## src/hw/psf_pkg.sv

```systemverilog
/*
 * psf_pkg: constants and types for the per-port special function register.
 * assumes a single clk_sys domain and a synchronous active-high reset.
 */
// Notes on behaviour
// - a two-bit field in bits 11:10 picks transmit rise time 3.3, 3.6, 3.9 or 4.2 ns for codes 00 to 11.
// - at hardware reset the rise-time field is loaded from the slew configuration pins.
// - bit 9 turns automatic crossover on when set and off when clear, and resets to one.
// - bit 8 selects straight pairs (transmit on A) at zero and crossed pairs (transmit on B) at one, reset one.
// - bit 7 loops transmit back into the receiver on the twisted-pair side, reset zero.
// - bits 6 and 5 enable loopback detection and its speed-up, both reset zero.
// - bit 4 reads one while a loopback condition is detected, reset zero.
`default_nettype none

package psf_pkg;

    // ------------------------------------------------------------
    // register map
    // ------------------------------------------------------------
    localparam logic [4:0]  SFC_ADDR       = 5'h1b;
    localparam int          LEN_LSB        = 13;
    localparam int          RSV_HI_BIT     = 12;
    localparam int          SLEW_LSB       = 10;
    localparam int          XOVER_EN_BIT   = 9;
    localparam int          XOVER_SEL_BIT  = 8;
    localparam int          ALOOP_BIT      = 7;
    localparam int          LBDET_EN_BIT   = 6;
    localparam int          LBSPD_EN_BIT   = 5;
    localparam int          LBDET_BIT      = 4;
    localparam logic        XOVER_EN_RST   = 1'h1;
    localparam logic        XOVER_SEL_RST  = 1'h1;
    localparam logic        ALOOP_RST      = 1'h0;
    localparam logic        LBDET_EN_RST   = 1'h0;
    localparam logic        LBSPD_EN_RST   = 1'h0;
    localparam logic [2:0]  LEN_RST        = 3'h0;
    localparam logic [3:0]  RSV_LO_RST     = 4'h0;
    localparam logic        RSV_HI_RST     = 1'h0;

    // ------------------------------------------------------------
    // rise time codes, in tenths of a nanosecond
    // ------------------------------------------------------------
    localparam logic [5:0]  RISE_00_DNS    = 6'h21;
    localparam logic [5:0]  RISE_01_DNS    = 6'h24;
    localparam logic [5:0]  RISE_10_DNS    = 6'h27;
    localparam logic [5:0]  RISE_11_DNS    = 6'h2a;

    typedef struct packed {
        logic [1:0] rise_sel;
        logic       xover_en;
        logic       xover_sel;
        logic       analog_loop;
        logic       lb_detect_en;
        logic       lb_speedup_en;
        logic       rsv_hi;
        logic [3:0] rsv_lo;
    } psf_ctrl_t;

    typedef struct packed {
        logic [2:0] line_len;
        logic       lb_detected;
        logic       xover_auto_sel;
    } psf_stat_t;

endpackage : psf_pkg

`default_nettype wire

```

## src/hw/psf_sync.sv

```systemverilog
/*
 * psf_sync: two-flop synchroniser for pin-level inputs.
 * assumes inputs are quasi-static levels from outside clk_sys.
 */
`default_nettype none

module psf_sync #(
    parameter int W = 1
) (
    input  wire logic         clk_sys,
    input  wire logic         rst,
    input  wire logic [W-1:0] din,
    output logic      [W-1:0] dout
);
    logic [W-1:0] meta_r;
    logic [W-1:0] meta_nxt;
    logic [W-1:0] sync_r;
    logic [W-1:0] sync_nxt;

    always_comb begin
        meta_nxt = din;
        sync_nxt = meta_r;
    end

    // no reset on these flops: strap pins must already be through both
    // stages when reset releases, so they keep sampling while rst is high
    always_ff @(posedge clk_sys) begin
        meta_r <= meta_nxt;
        sync_r <= sync_nxt;
    end

    assign dout = sync_r;
endmodule : psf_sync

`default_nettype wire

```

## src/hw/psf_reg.sv

```systemverilog
/*
 * psf_reg: per-port special function control and status register.
 * assumes a management master on clk_sys using address/strobe ports, and
 * analog and loopback-detection status coming from pins of other logic domains.
 */
// The strobed register port was decided locally.
`default_nettype none

module psf_reg (
    input  wire logic        clk_sys,
    input  wire logic        rst,
    input  wire logic [4:0]  reg_addr,
    input  wire logic [15:0] reg_wdata,
    input  wire logic        reg_wr,
    input  wire logic        reg_rd,
    output logic      [15:0] reg_rdata,
    input  wire logic [1:0]  slew_config_pins,
    input  wire logic [2:0]  line_len_in,
    input  wire logic        lb_detected_in,
    input  wire logic        xover_auto_in,
    output logic      [1:0]  rise_sel,
    output logic      [5:0]  rise_time_dns,
    output logic             auto_crossover_enable,
    output logic             crossover_select,
    output logic             analog_loopback,
    output logic             lb_detect_enable,
    output logic             lb_speedup_enable
);
    // ------------------------------------------------------------
    // pin synchronisers
    // ------------------------------------------------------------
    psf_pkg::psf_stat_t stat_s;
    logic [1:0]         slew_s;

    psf_sync #(.W(7)) u_sync (
        .clk_sys (clk_sys),
        .rst     (rst),
        .din     ({line_len_in, lb_detected_in, xover_auto_in, slew_config_pins}),
        .dout    ({stat_s, slew_s})
    );

    function automatic logic [5:0] rise_dns(input logic [1:0] code);
        case (code)
            2'h0:    rise_dns = psf_pkg::RISE_00_DNS;
            2'h1:    rise_dns = psf_pkg::RISE_01_DNS;
            2'h2:    rise_dns = psf_pkg::RISE_10_DNS;
            default: rise_dns = psf_pkg::RISE_11_DNS;
        endcase
    endfunction : rise_dns

    // ------------------------------------------------------------
    // strap capture: pins settle through the synchroniser while reset
    // is held, so the field is taken on the first edge after release
    // ------------------------------------------------------------
    logic strap_pend_r;
    logic strap_pend_nxt;

    psf_pkg::psf_ctrl_t ctrl_r;
    psf_pkg::psf_ctrl_t ctrl_nxt;
    psf_pkg::psf_stat_t stat_r;
    psf_pkg::psf_stat_t stat_nxt;
    logic [15:0]        rdata_r;
    logic [15:0]        rdata_nxt;
    logic               wr_hit;

    always_comb begin
        wr_hit         = reg_wr && (reg_addr == psf_pkg::SFC_ADDR);
        strap_pend_nxt = 1'b0;
        ctrl_nxt       = ctrl_r;
        stat_nxt       = stat_s;
        if (wr_hit) begin
            ctrl_nxt.rise_sel      = reg_wdata[psf_pkg::SLEW_LSB +: 2];
            ctrl_nxt.xover_en      = reg_wdata[psf_pkg::XOVER_EN_BIT];
            ctrl_nxt.xover_sel     = reg_wdata[psf_pkg::XOVER_SEL_BIT];
            ctrl_nxt.analog_loop   = reg_wdata[psf_pkg::ALOOP_BIT];
            ctrl_nxt.lb_detect_en  = reg_wdata[psf_pkg::LBDET_EN_BIT];
            ctrl_nxt.lb_speedup_en = reg_wdata[psf_pkg::LBSPD_EN_BIT];
            ctrl_nxt.rsv_hi        = reg_wdata[psf_pkg::RSV_HI_BIT];
            ctrl_nxt.rsv_lo        = reg_wdata[3:0];
        end else if (ctrl_r.xover_en) begin
            // the automatic choice overwrites the select so reads show live pairing
            ctrl_nxt.xover_sel = stat_r.xover_auto_sel;
        end
        if (strap_pend_r) begin
            ctrl_nxt.rise_sel = slew_s;
        end
        rdata_nxt = 16'h0000;
        if (reg_rd && (reg_addr == psf_pkg::SFC_ADDR)) begin
            rdata_nxt = {stat_r.line_len, ctrl_r.rsv_hi, ctrl_r.rise_sel,
                         ctrl_r.xover_en, ctrl_r.xover_sel, ctrl_r.analog_loop,
                         ctrl_r.lb_detect_en, ctrl_r.lb_speedup_en,
                         stat_r.lb_detected, ctrl_r.rsv_lo};
        end
    end

    always_ff @(posedge clk_sys) begin
        if (rst) begin
            strap_pend_r          <= 1'b1;
            ctrl_r.rise_sel       <= 2'h0;
            ctrl_r.xover_en       <= psf_pkg::XOVER_EN_RST;
            ctrl_r.xover_sel      <= psf_pkg::XOVER_SEL_RST;
            ctrl_r.analog_loop    <= psf_pkg::ALOOP_RST;
            ctrl_r.lb_detect_en   <= psf_pkg::LBDET_EN_RST;
            ctrl_r.lb_speedup_en  <= psf_pkg::LBSPD_EN_RST;
            ctrl_r.rsv_hi         <= psf_pkg::RSV_HI_RST;
            ctrl_r.rsv_lo         <= psf_pkg::RSV_LO_RST;
            stat_r.line_len       <= psf_pkg::LEN_RST;
            stat_r.lb_detected    <= 1'b0;
            stat_r.xover_auto_sel <= 1'b0;
            rdata_r               <= 16'h0000;
        end else begin
            strap_pend_r <= strap_pend_nxt;
            ctrl_r       <= ctrl_nxt;
            stat_r       <= stat_nxt;
            rdata_r      <= rdata_nxt;
        end
    end

    // ------------------------------------------------------------
    // outputs
    // ------------------------------------------------------------
    assign reg_rdata             = rdata_r;
    assign rise_sel              = ctrl_r.rise_sel;
    assign rise_time_dns         = rise_dns(ctrl_r.rise_sel);
    assign auto_crossover_enable = ctrl_r.xover_en;
    assign crossover_select      = ctrl_r.xover_sel;
    assign analog_loopback       = ctrl_r.analog_loop;
    assign lb_detect_enable      = ctrl_r.lb_detect_en;
    assign lb_speedup_enable     = ctrl_r.lb_speedup_en;
endmodule : psf_reg

`default_nettype wire

```

## config.mk

```make
export PLATFORM = sky130hd
export DESIGN_NAME = psf_reg
export DESIGN_NICKNAME = d
export VERILOG_FILES = /design/src/hw/psf_pkg.sv /design/src/hw/psf_sync.sv /design/src/hw/psf_reg.sv
export SDC_FILE = /design/constraint.sdc
export NUM_CORES = 1
export LEC_CHECK = 0
export BUFFER_PORTS_ARGS = -buffer_cell sky130_fd_sc_hd__buf_2
export CAP_MARGIN = 20
export CORE_UTILIZATION = 29
export DETAILED_ROUTE_END_ITERATION = 8
export HOLD_SLACK_MARGIN = 0.12
export SYNTH_ARGS = -nofsm -noshare
export SYNTH_HDL_FRONTEND = slang
export SYNTH_SLANG_ARGS = --single-unit
export TNS_END_PERCENT = 30
```

## constraint.sdc

```tcl
create_clock -name clk_sys -period 2.2 [get_ports clk_sys]
set_input_delay 0.44 -clock clk_sys [delete_from_list [all_inputs] [get_ports clk_sys]]
set_output_delay 0.44 -clock clk_sys [all_outputs]
set_load 0.005 [all_outputs]
```

# Word level (Yosys, flattened, before mapping)
# Cells that the tools add are included.
dict set report word_totals {
  regBits 48
  latchBits 0
  mem_bits_rw 0
  romBits 0
  inputBits 32
  out_inout_bits 29
  mem_count 0
}
dict set report op_classes {
  addsub 0
  mul 0
  div_mod_pow 0
  order_cmp 0
  n_eq_ne 3
  shift 0
  mux 6
  n_bitwise 1
  reduce_logical 6
}
# operator n
set ops {}
lappend ops {{$pmux W4 S3} 1}
lappend ops {{$eq A5 B5 Y1 const B} 1}
lappend ops {{$reduce_bool A2 Y1} 2}
lappend ops {{$mux W1} 3}
lappend ops {{$mux W3} 1}
lappend ops {{$eq A2 B1 Y1 const B} 1}
lappend ops {{$eq A2 B2 Y1 const B} 1}
lappend ops {{$logic_and A1 B1 Y1} 2}
lappend ops {{$logic_not A2 Y1} 1}
lappend ops {{$mux W2} 1}
lappend ops {{$reduce_or A2 Y1} 1}
lappend ops {{$not A1 Y1} 1}

# Logic depth before layout (Yosys ltp)
# Gate-level depths: netlist of the first run.
dict set report logic_depth {
  ltp_word 4
  mapped_depth 5
}

# Modules after synthesis
# A second synthesis of the first run with hierarchy kept.
dict set report hier_totals {
  hier_cells 137
  area_unflattened_um2 1531.5
}
# module instances cells_per_inst area_per_inst_um2 seq_area_each_um2
set modules_own_cells {}
lappend modules_own_cells {psf_reg 1 123 1251.2 680.7}
lappend modules_own_cells {psf_sync 1 14 280.3 280.3}

# Worst setup path after synthesis of the first run
# No wires, ideal clock.
dict set report synth_path {
  path_kind {flip-flop to output port}
  start {register rise_sel[0] (netlist name)}
  end {output port rise_time_dns[1]}
  arrival_ps 900
  t_required_ps 1760
  slack_ps 860
  path_stages_with_launch 4
  path_cell_list {dfxtp_1 > inv_1 > ha_1 > or2_2}
}
dict set report synth_via {
  elab_chain_cells 2
  elab_cells_between_ends 4
  cone_classes {2 x eq/ne; 1 x mux; 1 x reduce/logical}
}
# element line_no
set synth_rtl {}
lappend synth_rtl {{$eq A2 B2 Y1 (tied with other cells)} psf_reg.sv:43} ;# case (code)
lappend synth_rtl {{$pmux W4 S3 (*)} psf_reg.sv:43}
lappend synth_rtl {{to (decl)} psf_reg.sv:22} ;# output logic [5:0] rise_time_dns,
# Every way passes the cells marked *; elsewhere a longest branch is shown, timed or not.

# Worst setup path after layout of the first run
dict set report layout_path {
  start {register rise_sel[0] (netlist name)}
  end {output port rise_time_dns[1]}
}
dict set report layout_via {
  elab_chain_cells 2
  elab_cells_between_ends 4
  cone_classes {2 x eq/ne; 1 x mux; 1 x reduce/logical}
}
# element line_no
set layout_rtl {}
lappend layout_rtl {{$eq A2 B2 Y1 (tied with other cells)} psf_reg.sv:43}
lappend layout_rtl {{$pmux W4 S3 (*)} psf_reg.sv:43}
# Marks and branches as above.

==> summary.md, run 1 <==
| Metric | Value |
|---|---|
| Run status | finished, final reports clean |
| Core ar. | 5070 sq um |
| Req. time, crit path | 1.76 ns |
| I/O pins | 61 |
| Antenna-violating nets left | 0 |
| Final period util | 0.832 |
| Initial Util | 0.301 |
| Total global routing overflow | 0 |
| Max Used Layer | met4 |
| Leading area contributor after synthesis | dfxtp_1 |
| Total die area | 5560 sq um |
| CTS Buf Count | 5 |
| Initial antenna violation count | 0 |
| Post-CTS setup buffers | 0 |
| Die Wd | 74.6 um |
| Final nets | 220 |
| Crit end category | primary output |
| Switching share of power | 0.229 |
| Hold crit path type | primary input to register |
| Synth top area cells | dfxtp_1 63%, and2_1 5.7%, nand3_1 3.3% |
| Synth Instances | 135 |
| Syn nets | 170 |
| Wire per inst | 10.4 um |
| Worst skew pair latency | 0.29 ns |
| Total power | 0.00150 W |
| Final setup fails | 0 |
| Post-DP HPWL | 1840 um |
| Clock network power share | 0.344 |
| Register area share after synthesis | 0.629 |
| CTS tree | yes |
| Combinational Power Share | 0.056 |
| Root Driver | clkbuf_8 |
| Syn Area/Cell | 11.3 sq um |
| Vias after detailed routing | 1,049 |
| Final Max Slew Viols | 0 |
| Final min period | 1.83 ns |
| Ant diodes | 0 |
| Syn-to-layout area delta | 24.2% |
| Total GRT Usage | 0.105 |
| DR iter-0 viols | 39 |
| Clock sinks | 48 |
| Post-Route M1 WL | 1220 um |
| RSZ-0062 raised after global routing | no |
| CTS Hold Bufs | 0 |
| Row count | 26 |
| CP max FO | 4 |
| Peak Freq | 0.546 GHz |
| Clock Path Buffers | 2 |
| Share of cells above drive strength 1 | 0.360 |
| Slew @ Worst Pin | 0.527 ns |
| Maximum vdd drop | 462 uV |
| Setup TNS | 0 ns |
| Largest net degree at the start of global routing | 20 |
| Mapped Area | 1530 sq um |
| Worst hold path cell count | 1 |
| Post-synth top area share | 0.629 |
| Crit path kind | register to primary output |
| Met3 WL | 163 um |
| NetSw | 0.000344 W |
| Internal | 0.00116 W |
| Post-synthesis cell type count | 28 |
| Pwr dens | 792 nW/um^2 |
| Leak pwr | 0.865 nW |
| Clock Skew | 0.00282 ns |
| WP data arrival | 1.39 ns |
| # port buffers | 54 |
| DR vias/cell | 4.10 |
| Maxcap violations | 0 |
| Commonest non-fill, non-tap cells in the layout | 54 x buf_2, 48 x dfxtp_1, 14 x and2_1 |
| Register-to-Register Path Depth | 3 |
| Wire length on met2 | 1260 um |
| Global-route wire length before repair | 4260 um |
| Most common cell after layout, fill and taps aside | buf_2 |
| Fillers | 529 |
| CTS HTree Levels | 2 |
| Drt drc | 0 |
| Max_slew headroom | 0.648 |
| Drt pass-1 iters | 4 |
| GPL Wtd Cong | 0.701 |
| WL final | 2660 um |
| Synth warn | 0 |
| Die Span Y | 74.6 um |
| Min Hold Slack | 0.239 ns |
| Sequential share of power | 0.600 |
| Flops & latches, synth | 48 |
| Clock transition at path regs | 0.09 ns |
| Vias in the first global route | 966 |
| CP Launch Type | register |
| Final hold vios | 0 |
| # resized after CTS | 0 |
-- through the flow --
stage	cells	setup WS (ns)	cell area, sq um	utilization
finish	256	0.369	1900	0.374
global route	256	0.267	1900	0.374
CTS	256	0.356	1900	0.374
detailed placement	248	0.589	1810	0.356
global placement	248	0.624	1810	0.356
floorplan	135	0.860	1530	-
-- path summary, 6_finish.rpt --
check	from	endpoint	slack, ns
worst max-delay path	rise_sel[0]	rise_time_dns[1]	0.37
worst max register to register	auto_crossover_enable	crossover_select	1.19
worst min-delay path	line_len_in[0]	u_sync.meta_r[4]	0.24
worst min register to register	u_sync.meta_r[4]	u_sync.dout[4]	0.33
-- worst max-delay path: stages, from the launching register on --
cell	delay, ns
dfxtp_1	0.38
inv_1	0.09
ha_1	0.21
or2_2	0.29
buf_2	0.13
-- logic make-up (layout without fill, tap and decap cells) --
kind of cell | after synthesis | after routing | synth area share
AOI/OAI and AO/OA | 23 | 23 | 0.0819
adders and majority gates | 3 | 3 | 0.0246
buffers and inverters | 14 | 65 | 0.0598
DFF | 48 | 48 | 0.629
muxes | 1 | 1 | 0.00737
other | 2 | 2 | 0.00492
and+or+nand+nor | 44 | 44 | 0.192
-- synth_stat cells (all sizes together) --
cell	count
dfxtp	48
and2	14
nand3	10
o21ai	10
a21oi	9
buf	9
nor2b	6
ha	3
inv	3
nor2	3
nor3	3
clkbuf	2
conb	2
nand3b	2
nor4	2
a211oi	1
a221oi	1
a31oi	1
and3	1
and3b	1
mux2	1
nand4b	1
o21bai	1
or2	1
-- cell type report --
cell class,count,area (sq um),share of cell area
flip-flops and latches,48,961,0.506
multi-input cells,73,475,0.250
repair buffers,54,270,0.142
well taps,70,87.6,0.0461
clock buffers,5,68.8,0.0363
clock inverters,3,23.8,0.0125
inverters,3,11.3,0.00593
-- layer usage --
layer	track usage	vias up
met3	0.0366	4
met4	0.0440	0
met2	0.172	41
met1	0.126	463
li1	-	541
met5	0	-
-- power by group through the flow --
stage	sequential, W	clock (W)	combinational (W)
after floorplan	0.000921	0	0.0000496
after global placement	0.000922	0	0.0000855
after detailed placement	0.000923	0	0.0000869
after CTS	0.000902	0.000547	0.0000871
after global routing	0.000906	0.000585	0.0000954
final	0.000902	0.000517	0.0000849
-- flip-flops by register name, indices dropped and copies added, names as in the netlist, 2 cells and up --
register       count
reg_rdata         16
u_sync.dout        7
u_sync.meta_r      7
ctrl_r             5
stat_r             5
rise_sel           2
Note: power is estimated with default switching activity, not from simulation.
==> inputs of run 2 (changes only) <==
==> constraint.sdc (replaced) <==
create_clock -name clk_sys -period 1.5 [get_ports clk_sys]
set_input_delay 0.3 -clock clk_sys [delete_from_list [all_inputs] [get_ports clk_sys]]
set_output_delay 0.3 -clock clk_sys [all_outputs]
set_load 0.005 [all_outputs]
==> run 2 against run 1 <==
  * The run now ends with negative setup slack left
  * Worst setup slack worse by 0.39 ns
  * Worst hold slack better by 0.0052 ns
  * First-iteration DRC count up 33%
  * Total power up 61%
  * Critical path depth unchanged
  * Register-to-register slack worse by 0.70 ns
==> summary.md, run 2 (synthesis results as in run 1) <==
| Metric | Value |
|---|---|
| Run status | finished with violations |
| Failing checks | negative setup slack |
| GPL Wtd Cong | 0.700 (-0.26%) |
| Internal | 0.00190 W (+64%) |
| Total die area | 5560 sq um (unchanged) |
| Worst skew pair latency | 0.30 ns (about the same) |
| FF+latch area | 968 sq um (+0.78%) |
| Largest net degree at the start of global routing | 19 (-5.0%) |
| Most common cell after layout, fill and taps aside | buf_2 |
| RSZ-0062 raised after global routing | yes |
| CP Launch Type | register |
| CP max FO | 4 (unchanged) |
| CTS HTree Levels | 2 (unchanged) |
| CTS Buf Count | 5 (unchanged) |
| Register-to-Register Path Depth | 3 (unchanged) |
| Final setup fails | 1 (+1) |
| Clock Skew | 0.00735 ns (+0.00453 ns) |
| Fillers | 525 (-0.76%) |
| Maximum vdd drop | 549 uV (+19%) |
| NetSw | 0.000525 W (+53%) |
| I/O pins | 61 (unchanged) |
| Row count | 26 (unchanged) |
| Clock network power share | 0.387 (+0.043) |
| DR iter-0 viols | 52 (+33%) |
| Die Span Y | 74.6 um (unchanged) |
| Clock transition at path regs | 0.09 ns (about the same) |
| Share of cells above drive strength 1 | 0.397 (+0.0368) |
| Crit path kind | register to primary output |
| Initial Util | 0.301 (unchanged) |
| Syn-to-layout area delta | 36.1% |
| CP delay by family, top | flip-flops |
| Vias in the first global route | 972 (+0.62%) |
| Drt drc | 0 (unchanged) |
| Sequential share of power | 0.547 (-0.053) |
| Max incr delay on CP | 0.39 ns (about the same) |
| Hold crit path type | primary input to register |
| Area of the multi-input gates | 503 sq um (+5.8%) |
| Crit end category | primary output |
| Final hold vios | 0 (unchanged) |
| Clock Path Buffers | 2 (unchanged) |
| Inst Count DP | 252 (+1.6%) |
| Vias after detailed routing | 1,120 (+6.8%) |
| Clock sinks | 48 (unchanged) |
| Switching share of power | 0.217 (-0.0122) |
| R2r setup slk | 0.49 ns (-0.70 ns) |
| Setup ws final | -0.0205 ns (-0.390 ns) |
| WP buf/inv | 2 (unchanged) |
| Pwr dens | 1170 nW/um^2 (+47%) |
| Total GRT Usage | 0.109 (+0.00388) |
| Post-DP HPWL | 1870 um (+1.8%) |
| Hold Startpoint | reg_wdata[5] |
| WL final | 2850 um (+6.9%) |
| Ant diodes | 0 (unchanged) |
| Peak Freq | 0.658 GHz |
| Root Driver | clkbuf_8 |
| # port buffers | 54 (unchanged) |
| CTS tree | yes |
| Finished Layout Cells | 269 (+5.1%) |
| WP data arrival | 1.22 ns (-0.17 ns) |
| Final core area utilization | 0.410 (+0.0357) |
| Setup TNS | -0.0205 ns (-0.0205 ns) |
| Final nets | 233 (+5.9%) |
| Final min period | 1.52 ns |
| Leak pwr | 0.939 nW (+8.5%) |
| DR vias/cell | 4.16 (+1.6%) |
| Total global routing overflow | 0 (unchanged) |
| Worst path cell trace | inv_4 > ha_4 > or2_4 > buf_6 |
| Global-route wire length before repair | 4350 um (+1.9%) |
| Commonest non-fill, non-tap cells in the layout | 53 x buf_2, 46 x dfxtp_1, 14 x and2_1 |
| Wire per inst | 10.6 um (+1.8%) |
| Maxcap violations | 0 (unchanged) |
| Final Max Slew Viols | 0 (unchanged) |
| Hold Path Sink | lb_speedup_enable |
| Initial antenna violation count | 0 (unchanged) |
| Combinational Power Share | 0.066 (+0.010) |
| R2R Path Start | auto_crossover_enable |
| Core ar. | 5070 sq um (unchanged) |
| Drt pass-1 iters | 4 (unchanged) |
| Final period util | 1.01 |
| Die Wd | 74.6 um (unchanged) |
| Worst hold path cell count | 3 (+2) |
| Req. time, crit path | 1.20 ns (-0.56 ns) |
| Antenna-violating nets left | 0 (unchanged) |
| Slowest cell on the critical path | dfxtp_4 |
| Largest register FFs | 16 (unchanged) |
| Reg2reg end | crossover_select |
| Min Hold Slack | 0.244 ns (+0.00516 ns) |
-- run 2: cell type report --
type	instances	share of cell area
Sequential cell	48	0.466
Multi-Input combinational cell	73	0.242
Timing Repair Buffer	67	0.188
Tap cell	70	0.0421
Clock buffer	5	0.0331
Clock inverter	3	0.0223
Inverter	3	0.00662
-- run 2: worst max path at each step --
stage	from	end	slack [ns]	cells after the start
2_1_floorplan	rise_sel[0]	rise_time_dns[1]	0.30	3
3_3_place_gp	rise_sel[0]	rise_time_dns[1]	0.16	4
3_5_place_dp	rise_sel[0]	rise_time_dns[1]	0.16	4
4_1_cts	rise_sel[0]	rise_time_dns[1]	-0.02	4
5_1_grt	rise_sel[0]	rise_time_dns[1]	-0.07	4
6_report	rise_sel[0]	rise_time_dns[1]	-0.02	4
-- run 2: power groups by stage --
stage	Clock, W	Sequential (W)	Combinational [W]
finish	0.000940	0.00133	0.000160
global route	0.00104	0.00133	0.000177
CTS	0.000980	0.00133	0.000158
detailed placement	0	0.00135	0.000134
global placement	0	0.00135	0.000133
floorplan	0	0.00135	0.0000727
-- run 2: timing repair --
| item | in CTS | in global routing |
|---|---|---|
| endpoints found under the setup margin | 3 | 2 |
| buffers inserted | 1 | 1 |
| pin swaps | 2 | 1 |
| endpoints found under the hold margin | 7 | 0 |
| hold buffers | 7 | 0 |
| gates resized for setup | 13 | 0 |
-- run 2: worst register-to-register path, cell delays in order (launching register included) --
cell and delay (ns):
dfxtp_1 0.38, mux2_2 0.34, a21oi_1 0.11, o21bai_1 0.06
-- run 2: metal layers --
| layer | track usage | vias up | part of all wire | wire length (um) |
|---|---|---|---|---|
| li1 | - | 567 | - | - |
| met1 | 0.125 | 508 | 0.46 | 1300 |
| met2 | 0.177 | 37 | 0.46 | 1320 |
| met3 | 0.0407 | 8 | 0.060 | 172 |
| met4 | 0.0566 | 0 | 0.018 | 51 |
| met5 | 0 | - | 0 | 0 |
-- run 2: metrics by stage --
step | cell area [sq um] | total power, W | worst slack, ns
3_5_place_dp | 1840 | 0.00149 | 0.158
2_1_floorplan | 1530 | 0.00142 | 0.300
6_report | 2080 | 0.00243 | -0.0205
5_1_grt | 2080 | 0.00255 | -0.0673
3_3_place_gp | 1840 | 0.00148 | 0.160
4_1_cts | 2070 | 0.00247 | -0.0236
==> inputs of run 3 (changes only) <==
==> constraint.sdc (replaced) <==
create_clock -name clk_sys -period 1.6 [get_ports clk_sys]
set_input_delay 0.32 -clock clk_sys [delete_from_list [all_inputs] [get_ports clk_sys]]
set_output_delay 0.32 -clock clk_sys [all_outputs]
set_load 0.005 [all_outputs]
==> run 3 against run 2 <==
  * The flow now finishes without violations
  * Critical path type unchanged
  * Count of clock-buffer cells in the layout unchanged
  * Flip-flop and latch count did not move
  * Sequential share of layout area rose by 0.77 points
  * Non-clock buffer count fell by 2
  * Critical endpoint unchanged
  * Worst setup slack gained 0.074 ns
  * Largest cell class unchanged
==> summary.md, run 3 (synthesis results as in run 1) <==
| Metric | Value |
|---|---|
| Antenna-violating nets left | 0 (unchanged) |
| Commonest non-fill, non-tap cells in the layout | 54 x buf_2, 46 x dfxtp_1, 14 x and2_1 |
| Min Hold Slack | 0.260 ns (+0.0152 ns) |
| Clock transition at path regs | 0.09 ns (about the same) |
| Slowest cell on the critical path | dfxtp_4 |
| CTS tree | yes |
| CP Launch Type | register |
| Peak Freq | 0.647 GHz |
| Run status | finished, final reports clean |
| Maxcap violations | 0 (unchanged) |
| GPL Wtd Cong | 0.690 (-1.4%) |
| Hold crit path type | primary input to register |
| Worst skew pair latency | 0.29 ns (about the same) |
| Global-route wire length before repair | 4330 um (-0.48%) |
| Drt drc | 0 (unchanged) |
| Dpl cell area | 1830 sq um (-0.41%) |
| Final min period | 1.55 ns |
| Fillers | 533 (+1.5%) |
| Pwr dens | 1100 nW/um^2 (-5.3%) |
| Largest register FFs | 16 (unchanged) |
| Maximum vdd drop | 687 uV (+25%) |
| I/O pins | 61 (unchanged) |
| Drt pass-1 iters | 4 (unchanged) |
| Worst path cell trace | ha_1 > or2_4 > buf_2 |
| Total global routing overflow | 0 (unchanged) |
| Post-DP HPWL | 1890 um (+0.63%) |
| DP Worst Slack | 0.231 ns (+0.0723 ns) |
| CTS Buf Count | 5 (unchanged) |
| Final setup fails | 0 (-1) |
| DR iter-0 viols | 33 (-37%) |
| Syn-to-layout area delta | 33.9% |
| Total GRT Usage | 0.108 (-0.00158) |
| Final nets | 231 (-0.86%) |
| WP data arrival | 1.23 ns (about the same) |
| DR vias/cell | 4.09 (-1.8%) |
| Total die area | 5560 sq um (unchanged) |
| Final Max Slew Viols | 0 (unchanged) |
| Initial antenna violation count | 0 (unchanged) |
| Vias in the first global route | 972 (unchanged) |
| Ant diodes | 0 (unchanged) |
| Die Wd | 74.6 um (unchanged) |
| Final hold vios | 0 (unchanged) |
| Final period util | 0.967 |
| Crit end category | primary output |
| Crit path kind | register to primary output |
| Final Cell Area | 2050 sq um (-1.6%) |
| Vias after detailed routing | 1,092 (-2.5%) |
| Core ar. | 5070 sq um (unchanged) |
| CP max FO | 4 (unchanged) |
| Initial Util | 0.301 (unchanged) |
| WL final | 2780 um (-2.4%) |
| Clock Skew | 0.00749 ns (+0.000139 ns) |
| Req. time, crit path | 1.28 ns (+0.08 ns) |
| Largest net degree at the start of global routing | 19 (unchanged) |
| Share of cells above drive strength 1 | 0.381 (-0.0163) |
| Max incr delay on CP | 0.37 ns (-0.02 ns) |
| Clock sinks | 48 (unchanged) |
| CTS HTree Levels | 2 (unchanged) |
| Die Span Y | 74.6 um (unchanged) |
| Root Driver | clkbuf_8 |
| Most common cell after layout, fill and taps aside | buf_2 |
| # port buffers | 54 (unchanged) |
| Leak pwr | 0.930 nW (-0.97%) |
| Clock Path Buffers | 2 (unchanged) |
| Wire per inst | 10.4 um (-1.7%) |
| Setup ws final | 0.0535 ns (+0.0740 ns) |
| Row count | 26 (unchanged) |
==> run 3: power by group <==
group | switching (W) | total, W | internal, W
combinational | 0.0000654 | 0.000143 | 0.0000779
sequential | 0.0000132 | 0.00124 | 0.00123
clock | 0.000404 | 0.000875 | 0.000471
total | 0.000483 | 0.00226 | 0.00178
==> run 3: routing by layer <==
metal	part of all wire	vias up	GRT usage
li1	-	565	-
met1	0.45	487	0.125
met2	0.48	36	0.180
met3	0.061	4	0.0379
met4	0.0086	0	0.0440
met5	0	-	0
==> run 3: path summary, 6_finish.rpt <==
path / start / to / slack, ns / depth (start not counted)
setup / recovery: rise_sel[0] / rise_time_dns[1] / 0.05 / 3
hold / removal: reg_wdata[9] / auto_crossover_enable / 0.26 / 3
setup reg to reg: auto_crossover_enable / crossover_select / 0.60 / 3
hold reg to reg: u_sync.meta_r[3] / u_sync.dout[3] / 0.33 / 0
==> run 3: area by class of cell <==
cell class | instances | area, sq um | share of cell area
clock buffers | 5 | 68.8 | 0.0336
clock inverters | 3 | 46.3 | 0.0226
inverters | 3 | 13.8 | 0.00673
multi-input cells | 73 | 490 | 0.240
flip-flops and latches | 48 | 968 | 0.473
well taps | 70 | 87.6 | 0.0428
repair buffers | 65 | 370 | 0.181
==> run 3: worst max-delay path: cells and delay by family (launching register included) <==
kind | cells | cell delay [ns]
AND/OR/NAND/NOR | 1 | 0.22
adder cells (fa/ha/maj) | 1 | 0.22
buffers and inverters | 1 | 0.12
flip-flops | 1 | 0.37
==> run 3: repair_timing <==
action	in CTS	in global routing
buffers inserted	1	0
hold endpoints to repair	7	0
resized for setup	5	4
setup endpoints to repair	1	2
cloned	0	0
hold buffers	7	0
pin swaps	1	1
==> run 3: through the flow <==
step / util / instances / TNS, ns / total power (W)
2_1_floorplan: - / 135 / 0 / 0.00133
3_3_place_gp: 0.360 / 251 / 0 / 0.00139
3_5_place_dp: 0.360 / 251 / 0 / 0.00139
4_1_cts: 0.401 / 267 / 0 / 0.00229
5_1_grt: 0.403 / 267 / -0.000283 / 0.00237
6_report: 0.403 / 267 / 0 / 0.00226
